**src/sw_pkg.sv**
```systemverilog
// shared constants and types of the switch control register bank
// Behaviour
// parallel pins load the parallel-side settings
// after reset, pins control until serial event
// serial event swaps in serial values, locks pins
// serial values start at register defaults
// serial slave reads and writes every register
// three straps give low slave address bits
// fast modes: enable, mode, source; reset 0x40
// side modes: enable, mode, source; reset 0x40
// receiver termination bit, resets set
// sixteen pulse select bits over two registers
// transmitter preemphasis, termination, current fields
// empty bits read zero; unknown addresses inert
// fast enable clear means standby, set on
// fast mode 11 rejected, value kept
// side mode 11 rejected, value kept
// host sends fixed upper four address bits
`default_nettype none
package sw_pkg;
	// register offsets
	localparam logic [7:0] OFF_FAST_MODES = 8'h00;
	localparam logic [7:0] OFF_SIDE_MODES = 8'h01;
	localparam logic [7:0] OFF_IN_SET     = 8'h10;
	localparam logic [7:0] OFF_PULSE_LO   = 8'h11;
	localparam logic [7:0] OFF_PULSE_HI   = 8'h12;
	localparam logic [7:0] OFF_EQUAL_LO   = 8'h13;
	localparam logic [7:0] OFF_EQUAL_HI   = 8'h14;
	localparam logic [7:0] OFF_OUT_SET    = 8'h20;
	// reset values
	localparam logic [7:0] RST_FAST_MODES = 8'h40;
	localparam logic [7:0] RST_SIDE_MODES = 8'h40;
	localparam logic [7:0] RST_IN_SET     = 8'h01;
	localparam logic [7:0] RST_PULSE_LO   = 8'h00;
	localparam logic [7:0] RST_PULSE_HI   = 8'h00;
	localparam logic [7:0] RST_EQUAL_LO   = 8'h00;
	localparam logic [7:0] RST_EQUAL_HI   = 8'h00;
	localparam logic [7:0] RST_OUT_SET    = 8'h03;
	// field positions inside a register byte
	localparam int POS_ON       = 6;
	localparam int POS_MODE     = 4;
	localparam int POS_SRC      = 0;
	localparam int POS_IN_TERM  = 0;
	localparam int POS_PREEMPH  = 2;
	localparam int POS_OUT_TERM = 1;
	localparam int POS_OUT_CUR  = 0;
	// mode codes
	localparam logic [1:0] MODE_QUAD    = 2'h0;
	localparam logic [1:0] MODE_ILLEGAL = 2'h3;
	// fixed upper slave address bits and bits per byte
	localparam logic [3:0] ADDR_FIXED = 4'h9;
	localparam logic [3:0] BYTE_BITS  = 4'h8;
	// serial engine states, gray along the write path; ACK to TX flips two bits
	typedef enum logic [2:0] {
		ST_IDLE = 3'h0,
		ST_DEV  = 3'h1,
		ST_ACK  = 3'h3,
		ST_RX   = 3'h2,
		ST_TX   = 3'h6,
		ST_TACK = 3'h7
	} sw_i2c_e;
	// one full set of switch settings
	typedef struct packed {
		logic        fast_switch_on;
		logic [1:0]  fast_switch_mode;
		logic [3:0]  fast_source_select;
		logic        side_switch_on;
		logic [1:0]  side_switch_mode;
		logic [3:0]  side_source_select;
		logic        input_termination_select;
		logic [15:0] termination_pulse_select;
		logic [15:0] input_equalizer_level;
		logic [1:0]  output_preemphasis_level;
		logic        output_termination_select;
		logic        output_current_level;
	} sw_cfg_s;
	// settings equal to the register defaults
	localparam sw_cfg_s CFG_RST = '{
		fast_switch_on:            RST_FAST_MODES[POS_ON],
		fast_switch_mode:          RST_FAST_MODES[POS_MODE +: 2],
		fast_source_select:        RST_FAST_MODES[POS_SRC +: 4],
		side_switch_on:            RST_SIDE_MODES[POS_ON],
		side_switch_mode:          RST_SIDE_MODES[POS_MODE +: 2],
		side_source_select:        RST_SIDE_MODES[POS_SRC +: 4],
		input_termination_select:  RST_IN_SET[POS_IN_TERM],
		termination_pulse_select:  {RST_PULSE_HI, RST_PULSE_LO},
		input_equalizer_level:     {RST_EQUAL_HI, RST_EQUAL_LO},
		output_preemphasis_level:  RST_OUT_SET[POS_PREEMPH +: 2],
		output_termination_select: RST_OUT_SET[POS_OUT_TERM],
		output_current_level:      RST_OUT_SET[POS_OUT_CUR]
	};
endpackage : sw_pkg
`default_nettype wire

```
**src/sw_bus_if.sv**
```systemverilog
// byte carrier between the serial engine and the register bank
`timescale 1ns/1ns
`default_nettype none
interface sw_bus_if;
	logic       hit;      // own address acknowledged, pulse
	logic       rx_stb;   // written byte complete, pulse
	logic       rx_first; // byte is the register pointer
	logic [7:0] rx_data;  // written byte
	logic       tx_stb;   // read byte taken, pulse
	logic [7:0] tx_data;  // byte at the pointer
	modport engine (output hit, rx_stb, rx_first, rx_data, tx_stb,
		input tx_data);
	modport bank (input hit, rx_stb, rx_first, rx_data, tx_stb,
		output tx_data);
endinterface : sw_bus_if
`default_nettype wire

```
**src/sw_sync.sv**
```systemverilog
// two flip-flop synchroniser for asynchronous pins
`timescale 1ns/1ns
`default_nettype none
module sw_sync #(
	parameter int W = 1
) (
	input  wire logic         mclk,
	input  wire logic         rst_b,
	input  wire logic [W-1:0] async_in,
	output logic      [W-1:0] sync_out
);
	// first stage feeds only the second stage
	typedef struct packed {
		logic [W-1:0] meta;
		logic [W-1:0] safe;
	} sw_sync_s;

	sw_sync_s r_q;
	sw_sync_s r_d;

	// shift both stages
	always_comb
	begin
		r_d.meta = async_in;
		r_d.safe = r_q.meta;
	end

	// register with constant reset
	always_ff @(posedge mclk or negedge rst_b)
	begin
		if (!rst_b)
			r_q <= '0;
		else
			r_q <= r_d;
	end

	assign sync_out = r_q.safe;
endmodule : sw_sync
`default_nettype wire

```
**src/sw_i2c.sv**
```systemverilog
// two-wire serial slave engine, oversampled on the system clock
`timescale 1ns/1ns
`default_nettype none
module sw_i2c (
	input  wire logic       mclk,
	input  wire logic       rst_b,
	input  wire logic       scl_s,
	input  wire logic       sda_s,
	input  wire logic [2:0] addr_low,
	sw_bus_if.engine        bus,
	output logic            sda_oe
);
	typedef struct packed {
		logic           scl_p; // previous clock level
		logic           sda_p; // previous data level
		sw_pkg::sw_i2c_e st;
		logic [3:0]     cnt;   // bits moved in this byte
		logic [7:0]     sh;    // shift register
		logic           rw;    // read transfer
		logic           drv;   // pull data low
		logic           first; // next byte is pointer
		logic           hit;
		logic           rx_stb;
		logic           tx_stb;
	} sw_i2c_s;

	sw_i2c_s r_q;
	sw_i2c_s r_d;
	logic    rise;
	logic    fall;
	logic    start;
	logic    stop;

	// line events and byte sequencing
	always_comb
	begin
		r_d = r_q;
		r_d.hit = 1'b0;
		r_d.rx_stb = 1'b0;
		r_d.tx_stb = 1'b0;
		r_d.scl_p = scl_s;
		r_d.sda_p = sda_s;
		rise = scl_s & ~r_q.scl_p;
		fall = ~scl_s & r_q.scl_p;
		start = scl_s & r_q.scl_p & r_q.sda_p & ~sda_s;
		stop = scl_s & r_q.scl_p & ~r_q.sda_p & sda_s;
		// pointer flag drops once its byte was handed over
		if (r_q.rx_stb)
			r_d.first = 1'b0;
		if (start)
		begin
			r_d.st = sw_pkg::ST_DEV;
			r_d.cnt = 4'h0;
			r_d.drv = 1'b0;
		end
		else if (stop)
		begin
			r_d.st = sw_pkg::ST_IDLE;
			r_d.drv = 1'b0;
		end
		else
		begin
			unique case (r_q.st)
				sw_pkg::ST_IDLE: ;
				sw_pkg::ST_DEV, sw_pkg::ST_RX:
				begin
					if (rise)
					begin
						r_d.sh = {r_q.sh[6:0], sda_s};
						r_d.cnt = r_q.cnt + 4'h1;
					end
					else if (fall && r_q.cnt == sw_pkg::BYTE_BITS)
					begin
						if (r_q.st == sw_pkg::ST_RX)
						begin
							r_d.rx_stb = 1'b1;
							r_d.drv = 1'b1;
							r_d.st = sw_pkg::ST_ACK;
						end
						else if (r_q.sh[7:1] == {sw_pkg::ADDR_FIXED,
							addr_low})
						begin
							r_d.hit = 1'b1;
							r_d.rw = r_q.sh[0];
							r_d.first = ~r_q.sh[0];
							r_d.drv = 1'b1;
							r_d.st = sw_pkg::ST_ACK;
						end
						else
							r_d.st = sw_pkg::ST_IDLE;
					end
				end
				sw_pkg::ST_ACK, sw_pkg::ST_TACK:
				begin
					// a not-acknowledge ends a read
					if (r_q.st == sw_pkg::ST_TACK && rise && sda_s)
						r_d.st = sw_pkg::ST_IDLE;
					else if (fall && (r_q.rw || r_q.st == sw_pkg::ST_TACK))
					begin
						r_d.sh = bus.tx_data;
						r_d.drv = ~bus.tx_data[7];
						r_d.cnt = 4'h1;
						r_d.tx_stb = 1'b1;
						r_d.st = sw_pkg::ST_TX;
					end
					else if (fall)
					begin
						r_d.drv = 1'b0;
						r_d.cnt = 4'h0;
						r_d.st = sw_pkg::ST_RX;
					end
				end
				sw_pkg::ST_TX:
				begin
					if (fall && r_q.cnt == sw_pkg::BYTE_BITS)
					begin
						r_d.drv = 1'b0;
						r_d.st = sw_pkg::ST_TACK;
					end
					else if (fall)
					begin
						r_d.sh = {r_q.sh[6:0], 1'b0};
						r_d.drv = ~r_q.sh[6];
						r_d.cnt = r_q.cnt + 4'h1;
					end
				end
				// unused codes fall back to idle
				default:
				begin
					r_d.st = sw_pkg::ST_IDLE;
					r_d.drv = 1'b0;
				end
			endcase
		end
	end

	// idle lines are high, so reset mimics them
	always_ff @(posedge mclk or negedge rst_b)
	begin
		if (!rst_b)
			r_q <= '{scl_p: 1'b1, sda_p: 1'b1, st: sw_pkg::ST_IDLE,
				default: '0};
		else
			r_q <= r_d;
	end

	assign sda_oe = r_q.drv;
	assign bus.hit = r_q.hit;
	assign bus.rx_stb = r_q.rx_stb;
	assign bus.rx_first = r_q.first;
	assign bus.rx_data = r_q.sh;
	assign bus.tx_stb = r_q.tx_stb;
endmodule : sw_i2c
`default_nettype wire

```
**src/sw_ctrl_bank.sv**
```systemverilog
// switch control register bank with parallel pins and serial slave
`timescale 1ns/1ns
`default_nettype none
module sw_ctrl_bank (
	input  wire logic        mclk,
	input  wire logic        rst_b,
	// serial bus pins, data is open drain
	input  wire logic        scl_in,
	input  wire logic        sda_in,
	output logic             sda_out,
	output logic             sda_oe,
	// low slave address straps
	input  wire logic        slave_addr_strap_2,
	input  wire logic        slave_addr_strap_1,
	input  wire logic        slave_addr_strap_0,
	// parallel control pins
	input  wire logic        pin_switch_on,
	input  wire logic [1:0]  pin_source_select,
	input  wire logic        pin_equalizer_level,
	input  wire logic [1:0]  pin_preemphasis_level,
	input  wire logic        pin_output_termination,
	input  wire logic        pin_output_current,
	// settings toward the analog switch
	output logic             fast_switch_on,
	output logic [1:0]       fast_switch_mode,
	output logic [3:0]       fast_source_select,
	output logic             side_switch_on,
	output logic [1:0]       side_switch_mode,
	output logic [3:0]       side_source_select,
	output logic             input_termination_select,
	output logic [15:0]      termination_pulse_select,
	output logic [15:0]      input_equalizer_level,
	output logic [1:0]       output_preemphasis_level,
	output logic             output_termination_select,
	output logic             output_current_level,
	output logic             serial_control_active
);
	// whole state of the bank
	typedef struct packed {
		logic            ser;  // serial control owns settings
		logic [7:0]      ptr;  // register pointer
		sw_pkg::sw_cfg_s regs; // serial register values
		sw_pkg::sw_cfg_s eff;  // settings driven out
	} sw_bank_s;

	sw_bank_s        r_q;
	sw_bank_s        r_d;
	sw_pkg::sw_cfg_s pin_cfg;  // settings implied by the pins
	logic [12:0]     pins_s;   // synchronised pins
	logic            scl_s;
	logic            sda_s;
	logic [2:0]      strap_s;
	logic            p_on;
	logic [1:0]      p_src;
	logic            p_eq;
	logic [1:0]      p_pre;
	logic            p_oterm;
	logic            p_ocur;

	sw_bus_if bus ();

	// every pin is asynchronous to mclk
	sw_sync #(
		.W (13)
	) u_sync (
		.mclk     (mclk),
		.rst_b    (rst_b),
		.async_in ({scl_in, sda_in, slave_addr_strap_2,
			slave_addr_strap_1, slave_addr_strap_0, pin_switch_on,
			pin_source_select, pin_equalizer_level,
			pin_preemphasis_level, pin_output_termination,
			pin_output_current}),
		.sync_out (pins_s)
	);

	assign {scl_s, sda_s, strap_s, p_on, p_src, p_eq, p_pre, p_oterm,
		p_ocur} = pins_s;

	// serial slave engine
	sw_i2c u_i2c (
		.mclk     (mclk),
		.rst_b    (rst_b),
		.scl_s    (scl_s),
		.sda_s    (sda_s),
		.addr_low (strap_s),
		.bus      (bus),
		.sda_oe   (sda_oe)
	);

	// write one byte; illegal modes keep the old field
	function automatic sw_pkg::sw_cfg_s wr_reg(sw_pkg::sw_cfg_s c,
		logic [7:0] a, logic [7:0] d);
		sw_pkg::sw_cfg_s n;
		n = c;
		unique case (a)
			sw_pkg::OFF_FAST_MODES:
			begin
				n.fast_switch_on = d[sw_pkg::POS_ON];
				if (d[sw_pkg::POS_MODE +: 2] != sw_pkg::MODE_ILLEGAL)
					n.fast_switch_mode = d[sw_pkg::POS_MODE +: 2];
				n.fast_source_select = d[sw_pkg::POS_SRC +: 4];
			end
			sw_pkg::OFF_SIDE_MODES:
			begin
				n.side_switch_on = d[sw_pkg::POS_ON];
				if (d[sw_pkg::POS_MODE +: 2] != sw_pkg::MODE_ILLEGAL)
					n.side_switch_mode = d[sw_pkg::POS_MODE +: 2];
				n.side_source_select = d[sw_pkg::POS_SRC +: 4];
			end
			sw_pkg::OFF_IN_SET:
				n.input_termination_select = d[sw_pkg::POS_IN_TERM];
			sw_pkg::OFF_PULSE_LO:
				n.termination_pulse_select[7:0] = d;
			sw_pkg::OFF_PULSE_HI:
				n.termination_pulse_select[15:8] = d;
			sw_pkg::OFF_EQUAL_LO:
				n.input_equalizer_level[7:0] = d;
			sw_pkg::OFF_EQUAL_HI:
				n.input_equalizer_level[15:8] = d;
			sw_pkg::OFF_OUT_SET:
			begin
				n.output_preemphasis_level = d[sw_pkg::POS_PREEMPH +: 2];
				n.output_termination_select = d[sw_pkg::POS_OUT_TERM];
				n.output_current_level = d[sw_pkg::POS_OUT_CUR];
			end
			// unknown offsets change nothing
			default: ;
		endcase
		return n;
	endfunction : wr_reg

	// read one byte; empty bits and unknown offsets read zero
	function automatic logic [7:0] rd_reg(sw_pkg::sw_cfg_s c,
		logic [7:0] a);
		logic [7:0] d;
		d = 8'h00;
		unique case (a)
			sw_pkg::OFF_FAST_MODES:
			begin
				d[sw_pkg::POS_ON] = c.fast_switch_on;
				d[sw_pkg::POS_MODE +: 2] = c.fast_switch_mode;
				d[sw_pkg::POS_SRC +: 4] = c.fast_source_select;
			end
			sw_pkg::OFF_SIDE_MODES:
			begin
				d[sw_pkg::POS_ON] = c.side_switch_on;
				d[sw_pkg::POS_MODE +: 2] = c.side_switch_mode;
				d[sw_pkg::POS_SRC +: 4] = c.side_source_select;
			end
			sw_pkg::OFF_IN_SET:
				d[sw_pkg::POS_IN_TERM] = c.input_termination_select;
			sw_pkg::OFF_PULSE_LO:
				d = c.termination_pulse_select[7:0];
			sw_pkg::OFF_PULSE_HI:
				d = c.termination_pulse_select[15:8];
			sw_pkg::OFF_EQUAL_LO:
				d = c.input_equalizer_level[7:0];
			sw_pkg::OFF_EQUAL_HI:
				d = c.input_equalizer_level[15:8];
			sw_pkg::OFF_OUT_SET:
			begin
				d[sw_pkg::POS_PREEMPH +: 2] = c.output_preemphasis_level;
				d[sw_pkg::POS_OUT_TERM] = c.output_termination_select;
				d[sw_pkg::POS_OUT_CUR] = c.output_current_level;
			end
			default: ;
		endcase
		return d;
	endfunction : rd_reg

	// pins only reach quad mode; one level fans out to all channels
	always_comb
	begin
		pin_cfg = sw_pkg::CFG_RST;
		pin_cfg.fast_switch_on = p_on;
		pin_cfg.fast_switch_mode = sw_pkg::MODE_QUAD;
		pin_cfg.fast_source_select = {2'h0, p_src};
		pin_cfg.side_switch_on = p_on;
		pin_cfg.side_switch_mode = sw_pkg::MODE_QUAD;
		pin_cfg.side_source_select = {2'h0, p_src};
		pin_cfg.input_equalizer_level = {16{p_eq}};
		pin_cfg.output_preemphasis_level = p_pre;
		pin_cfg.output_termination_select = p_oterm;
		pin_cfg.output_current_level = p_ocur;
	end

	// takeover, pointer and register updates
	always_comb
	begin
		r_d = r_q;
		// the first own-address hit locks the pins out
		if (bus.hit)
			r_d.ser = 1'b1;
		// writes only land once serial control owns the bank
		if (bus.rx_stb && r_q.ser)
		begin
			if (bus.rx_first)
				r_d.ptr = bus.rx_data;
			else
			begin
				r_d.regs = wr_reg(r_q.regs, r_q.ptr, bus.rx_data);
				r_d.ptr = r_q.ptr + 8'h01;
			end
		end
		// reads advance the pointer too
		if (bus.tx_stb)
			r_d.ptr = r_q.ptr + 8'h01;
		// pins steer until serial control, then registers
		r_d.eff = r_q.ser ? r_q.regs : pin_cfg;
	end

	// single state register; regs start at their defaults
	always_ff @(posedge mclk or negedge rst_b)
	begin
		if (!rst_b)
			r_q <= '{ser: 1'b0, ptr: 8'h00, regs: sw_pkg::CFG_RST,
				eff: sw_pkg::CFG_RST};
		else
			r_q <= r_d;
	end

	// read data is a mux of flops; the engine samples it at a fall
	assign bus.tx_data = rd_reg(r_q.regs, r_q.ptr);

	// outputs straight from the settings flops
	assign fast_switch_on = r_q.eff.fast_switch_on;
	assign fast_switch_mode = r_q.eff.fast_switch_mode;
	assign fast_source_select = r_q.eff.fast_source_select;
	assign side_switch_on = r_q.eff.side_switch_on;
	assign side_switch_mode = r_q.eff.side_switch_mode;
	assign side_source_select = r_q.eff.side_source_select;
	assign input_termination_select = r_q.eff.input_termination_select;
	assign termination_pulse_select = r_q.eff.termination_pulse_select;
	assign input_equalizer_level = r_q.eff.input_equalizer_level;
	assign output_preemphasis_level = r_q.eff.output_preemphasis_level;
	assign output_termination_select =
		r_q.eff.output_termination_select;
	assign output_current_level = r_q.eff.output_current_level;
	assign serial_control_active = r_q.ser;
	// open drain: only ever pulls low
	assign sda_out = 1'b0;

	logic wr_data;  // a data byte write lands this cycle
	assign wr_data = bus.rx_stb && !bus.rx_first && r_q.ser;
endmodule : sw_ctrl_bank
`default_nettype wire

```
**config.mk**
```make
export PLATFORM = sky130hd
export DESIGN_NAME = sw_ctrl_bank
export DESIGN_NICKNAME = d
export VERILOG_FILES = /design/src/sw_pkg.sv /design/src/sw_bus_if.sv /design/src/sw_sync.sv /design/src/sw_i2c.sv /design/src/sw_ctrl_bank.sv
export SDC_FILE = /design/constraint.sdc
export NUM_CORES = 1
export LEC_CHECK = 0
export ABC_AREA = 1
export BUFFER_PORTS_ARGS = -buffer_cell sky130_fd_sc_hd__buf_2
export CELL_PAD_IN_SITES_DETAIL_PLACEMENT = 1
export CELL_PAD_IN_SITES_GLOBAL_PLACEMENT = 1
export CORE_MARGIN = 5
export CORE_UTILIZATION = 40
export CTS_BUF_LIST = sky130_fd_sc_hd__clkbuf_2 sky130_fd_sc_hd__clkbuf_4 sky130_fd_sc_hd__clkbuf_8
export DETAILED_ROUTE_END_ITERATION = 10
export PLACE_DENSITY = 0.71
export SKIP_CTS_REPAIR_TIMING = 1
export SYNTH_ARGS = -nofsm -noshare
export SYNTH_HDL_FRONTEND = slang
export SYNTH_HIERARCHICAL = 1
export SYNTH_SLANG_ARGS = --single-unit
```
**constraint.sdc**
```tcl
create_clock -name mclk -period 4.1 [get_ports mclk]
set_input_delay 0.205 -clock mclk [delete_from_list [all_inputs] [get_ports mclk]]
set_output_delay 0.205 -clock mclk [all_outputs]
set_load 0.005 [all_outputs]
```
Yosys cells after proc, flatten, opt, wreduce, memory -nomap -nowiden:

Index checks and enable logic that the tools add are counted.

* equality and inequality tests: 35
* multiplexer cells: 60
* magnitude comparators: 0
* shift-type cells: 0
* bitwise logic cells: 19
* reduce and logical (&&, ||, !) cells: 28
* add/subtract/negate cells: 2
* div/mod/pow operators: 0
* multipliers: 0

Operators with widths (count)
* $mux W51: 2
* $mux W59: 1
* $mux W8: 7
* $mux W12: 4
* $eq A8 B5 Y1 const B: 5
* $pmux W12 S3: 1
* $mux W7: 5
* $reduce_and A3 Y1: 8
* $pmux W3 S7: 1
* $reduce_and A7 Y1: 3
* $mux W3: 6
* $pmux W3 S6: 1
* $mux W1: 16
* $mux W4: 4
* $ne A5 B1 Y1 const B: 3
* $mux W13: 1
* $ne A4 B1 Y1 const B: 3
* $not A1 Y1: 12
* $pmux W3 S4: 1
* $mux W2: 5
* $mux W5: 2
* $ne A3 B1 Y1 const B: 3
* $add A8 B1 Y8 const B: 1
* $eq A8 B1 Y1 const B: 1
* 27 further kinds: 48

* flip-flop bits (word level): 160
* bits in writable memories: 0
* memory bits (read-only): 0
* bits in latches: 0
* memories: 0
* input port bits: 15

Logic depth before layout (Yosys ltp):

* depth in word-level cells: 8
* mapped depth: 13
* gate-level depth less buffers: 13

Cells and area by module:

Netlist, hierarchy kept.

By module, submodules not included
* sw_ctrl_bank: cells each 616, area each 5377.7 µm², times used 1
* sw_i2c: cells each 221, area each 1535.2 µm², times used 1
* sw_sync: cells each 26, area each 650.6 µm², times used 1

Worst setup path after synthesis:

Ideal clock, no wire load.

* kind: flip-flop to flip-flop
* start point: reg r_q[107] in the netlist's numbering
* end point: reg u_i2c.r_q, in the netlist u_i2c/sda_oe
* period minus slack after synthesis: 1649 ps
* setup slack: 2451 ps
* path buffers: 1
* arrival time: 1532 ps
* stages on the path, launching flop included: 14
* required time: 3984 ps
* setup time: 116 ps
* cell sequence: dfrtp_1 -> inv_2 -> nand2_1 -> nor2_8 -> buf_2 -> nand3_1 -> nand4_1 -> nor2_1 -> nand2_1 -> nand2_1 -> a21oi_1 -> nor2_1 -> nand2_1 -> nand2_1

* cells in the longest elaborated chain, start to end: 8
* elaborated cells on any way between the ends: 11
* classes of those cells: eq/ne: 4; mux: 6; bitwise: 1

RTL lines
* start: declaration: line sw_ctrl_bank.sv:46 `sw_bank_s r_q;`
* start signal: assignment: line sw_ctrl_bank.sv:216 `r_q <= '{ser: 1'b0, ptr: 8'h00, regs: sw_pkg::CFG_RST,`
* start signal: assignment: line sw_ctrl_bank.sv:219 `r_q <= r_d;`
* $eq A8 B5 Y1: line sw_ctrl_bank.sv:137 `unique case (a)`
* $pmux W1 S4 *: line sw_ctrl_bank.sv:137
* net bus.tx_data[7]: line sw_bus_if.sv:10 `logic [7:0] tx_data;`
* $not A1 Y1 *: line sw_i2c.sv:101 `r_d.drv = ~bus.tx_data[7];`
* $mux W1 *: line sw_i2c.sv:98 `else if (fall && (r_q.rw || r_q.st == sw_pkg::ST_TACK))`
* $mux W1 *: line sw_i2c.sv:96 `if (r_q.st == sw_pkg::ST_TACK && rise && sda_s)`
* $pmux W1 S4 *: line sw_i2c.sv:63 `unique case (r_q.st)`
* $mux W1 *: line sw_i2c.sv:56 `else if (stop)`
* $mux W1 *: line sw_i2c.sv:50 `if (start)`
* end signal: assignment: line sw_i2c.sv:141 `r_q <= '{scl_p: 1'b1, sda_p: 1'b1, st: sw_pkg::ST_IDLE,`
* end signal: assignment: line sw_i2c.sv:144 `r_q <= r_d;`
* end: declaration: line sw_i2c.sv:27 `sw_i2c_s r_q;`

Mark *: on every way through the listed nets, which the timed path passes. The rest lies on a longest branch. The select of a mux whose other input is x is not followed.
A chain may end at the register's enable or synchronous reset.

Worst setup path in the final report:

* start point: reg r_q[102] in the netlist's numbering
* end point: reg u_i2c.r_q, in the netlist u_i2c/sda_oe

The elaborated chain is that of the path after synthesis.

==> run_results.csv <==
group,metric,value,unit
place,io_buffers,67,
yosys,muxShareOfSynthArea,0,
global_routing,overflow,0,
clocking,clockRootBuffer,"clkbuf_8",
route,wire_per_inst,16.7,um
power,clkPwrFrac,0.394,
sta,finalHoldViolations,0,
floorplan,num_rows,50,
route,drc,0,
power,seq_power_share,0.528,
sta,worstMarginPinSlew,0.985,ns
final_layout,antennaDiodeCount,0,
yosys,synth_flop_cell,"dfrtp_1",
yosys,synth_top_area_frac,0.490,
yosys,async_flop_share,1.00,
place,post-dp-hpwl,14.1,mm
yosys,syn_area_per_cell,8.76,sq um
route,drt.antenna.violating_nets,0,
sta,maxSlewViolCount,0,
critical_path,crit_path_end_kind,"register",
place,gp_congestion,0.885,
global_routing,grt-busiest-layer,"met2",
power,p_sw_frac,0.277,
route,first_iter_violations,269,
floorplan,fp.coreArea,0.0186,sq mm
route,wl,19.0,mm
yosys,synth_most_common_cell,"nand2_1",
final_layout,final_layout_size_suffix_gt1_frac,0.204,
floorplan,pin_count,69,
clocking,numCtsBuffers,17,
clocking,clkSinkCount,160,
final_layout,multiInputGateArea,0.00261,sq mm
power,internal_power,2.37,mW
floorplan,dieArea,0.0218,sq mm
yosys,netlist_top_cells_area,"dfrtp_1, nand2_1, buf_4",
critical_path,cp-startpoint,"r_q[102]$_DFFE_PN0P_",
clocking,h-tree-depth,4,
critical_path,max_stage_delay,0.43,ns
sta,min_period,2.00,ns
power,powerDensity,395,mW/mm^2
yosys,ys_seq_area_frac,0.531,
power,p_switching,0.906,mW
yosys,synth.cell_area,0.00756,sq mm
power,p_comb_frac,0.078,
critical_path,cp_slowest_cell,"dfrtp_1",
sta,period_share,0.489,
yosys,synth-adder-area-share,0.00993,
critical_path,path_cells,"inv_1, ha_1, nand2_1, nor2_4, nand3_1, nand4_1, nor2_1, nand2_1, nand2_1, a21oi_1, nor2_1, nand2_1, nand2_1",
yosys,synth_fp_nets,884,
clocking,cts.reportedPaths.clkPinSlew,0.09,ns
yosys,yosysWarningCount,6,
final_layout,fillers,2212,
global_routing,grt_pass1_wl,31.6,mm
route,detail_route.first_pass.iterations,4,
final_layout,syn2layout_area_growth,9.61,%
critical_path,reg2reg_from,"r_q[102]$_DFFE_PN0P_",
critical_path,cp-start-kind,"register",
global_routing,antenna_found_initial,0,
critical_path,crit_family,"simple AND/OR/NAND/NOR gates",
global_routing,gr-usage-met3,0.0368,
floorplan,start_util,0.406,
sta,slew_headroom,0.344,
yosys,synth_top_family_by_area,"simple AND/OR/NAND/NOR gates",
sta,tns,0,ns
outcome,status,"complete, no violations",
global_routing,grt_start_max_net_pins,105,
critical_path,arrival,2.36,ns
critical_path,crit_buf_inv,1,
global_routing,track_usage,0.184,
floorplan,die_h,148,um
final_layout,nets,916,
floorplan,fp.dieW,148,um
yosys,synth_compound_area_frac,0.0923,
yosys,yosys.area.top_type,"dfrtp_1",
global_routing,use_met1,0.233,
global_routing,grt_pass1_vias,5739,
yosys,synth_common_cells,"nand2_1, dfrtp_1, inv_1, nand3_1, buf_4",
critical_path,crit_top_cell,"nand2_1",
clocking,clockBufferDepth,2,
sta,rsz0062_at_grt,"false",
critical_path,cp_max_fo,9,
sta,setup_viol,0,
yosys,synth_edf_count,0,
clocking,cts_tree,"yes",
critical_path,crit_type,"register to register",
sta,finalClockSkew,0.00861,ns
final_layout,seq_area,0.00402,sq mm
route,vias,5523,
yosys,synth-simple-area-share,0.240,
yosys,synth_xor_area_frac,0.00232,
power,power,3.27,mW
power,ir_drop,214,uV
route,vias_per_cell,4.84,
sta,max_freq,499,MHz
yosys,synth_cell_types,35,
clocking,clk_latency,0.46,ns
critical_path,cp_data_required_time,4.46,ns
yosys,synth-seq-cells,160,
power,p_leak,4.40,nW
global_routing,use_met2,0.313,
hold_path,worstHoldPathType,"register to register",
yosys,synthCells,863,
hold_path,hp-start,"u_sync/r_d[7]$_DFF_PN0_",
flow_run,cap_violations,0,
## cell families (layout without fill, tap and decap cells)
logic type | Yosys count | count (layout)
other cells | 1 | 1
fa+ha+maj | 6 | 6
buf+inv | 181 | 226
simple gates | 397 | 397
compound gates | 116 | 116
flops | 160 | 160
xor+xnor | 2 | 2
## layout by cell type, fill, tap and decap left out, types with 6 or more instances in the layout
master / instances
o21a_1: 9
o21ai_0: 48
nand2_2: 11
inv_1: 95
o21ai_2: 20
dfrtp_1: 148
buf_2: 66
ha_1: 6
inv_2: 14
nor2_8: 6
nand2_1: 248
o21ai_1: 25
clkbuf_8: 18
nor2_1: 48
a21oi_1: 6
nand3_1: 58
dlygate4sd3_1: 14
dfstp_2: 12
## layout make-up
| class | count | area share |
|---|---|---|
| Sequential cell | 160 | 0.485 |
| Clock buffer | 18 | 0.0299 |
| Timing Repair Buffer | 84 | 0.0623 |
| Multi-Input combinational cell | 522 | 0.315 |
| Tap cell | 234 | 0.0353 |
| Inverter | 110 | 0.0501 |
| Clock inverter | 14 | 0.0231 |
## stage by stage
stage	hold slack (ns)	util	setup slack, ns	std cells	area, sq um
4_1_cts	-0.202	0.437	2.11	1128	8150
3_3_place_gp	0.314	0.414	2.23	1096	7710
3_5_place_dp	0.314	0.414	2.12	1096	7710
6_report	0.354	0.445	2.10	1142	8290
5_1_grt	0.349	0.445	1.93	1142	8290
2_1_floorplan	-0.0906	-	2.45	863	7560
## worst paths after layout
check	cells after the start	slack [ns]	to
max	13	2.10	u_i2c/sda_oe$_DFFE_PN0P_
min	0	0.35	u_sync/sync_out[7]$_DFF_PN0_
max reg2reg	13	2.10	u_i2c/sda_oe$_DFFE_PN0P_
min reg2reg	0	0.35	u_sync/sync_out[7]$_DFF_PN0_
max in group asynchronous	3	2.78	r_q[101]$_DFFE_PN1P_
min in group asynchronous	2	0.44	u_sync/r_d[3]$_DFF_PN0_
## metal layers
| metal | wire length (um) | share of wire | vias up |
|---|---|---|---|
| met5 | 0 | 0 | - |
| met1 | 8420 | 0.44 | 2696 |
| met2 | 9530 | 0.50 | 86 |
| met4 | 527 | 0.028 | 0 |
| met3 | 538 | 0.028 | 38 |
| li1 | - | - | 2703 |
## power by group through the flow
stage	Combinational, mW	Sequential (mW)	Clock, mW
final	0.256	1.73	1.29
after global routing	0.294	1.74	1.41
after CTS	0.253	1.73	1.34
after detailed placement	0.251	1.76	0
after global placement	0.246	1.76	0
after floorplan	0.205	1.71	0
## registers in the layout (all words and copies together) (netlist names), 2 cells and up
register / count
r_q: 59
input_equalizer_level: 16
termination_pulse_select: 16
u_sync/r_d: 13
u_sync/sync_out: 13
u_i2c/r_q: 10
u_i2c/bus.rx_data: 8
fast_source_select: 4
side_source_select: 4
fast_switch_mode: 2
output_preemphasis_level: 2
side_switch_mode: 2
No activity file was read; power rests on OpenSTA's default activity.
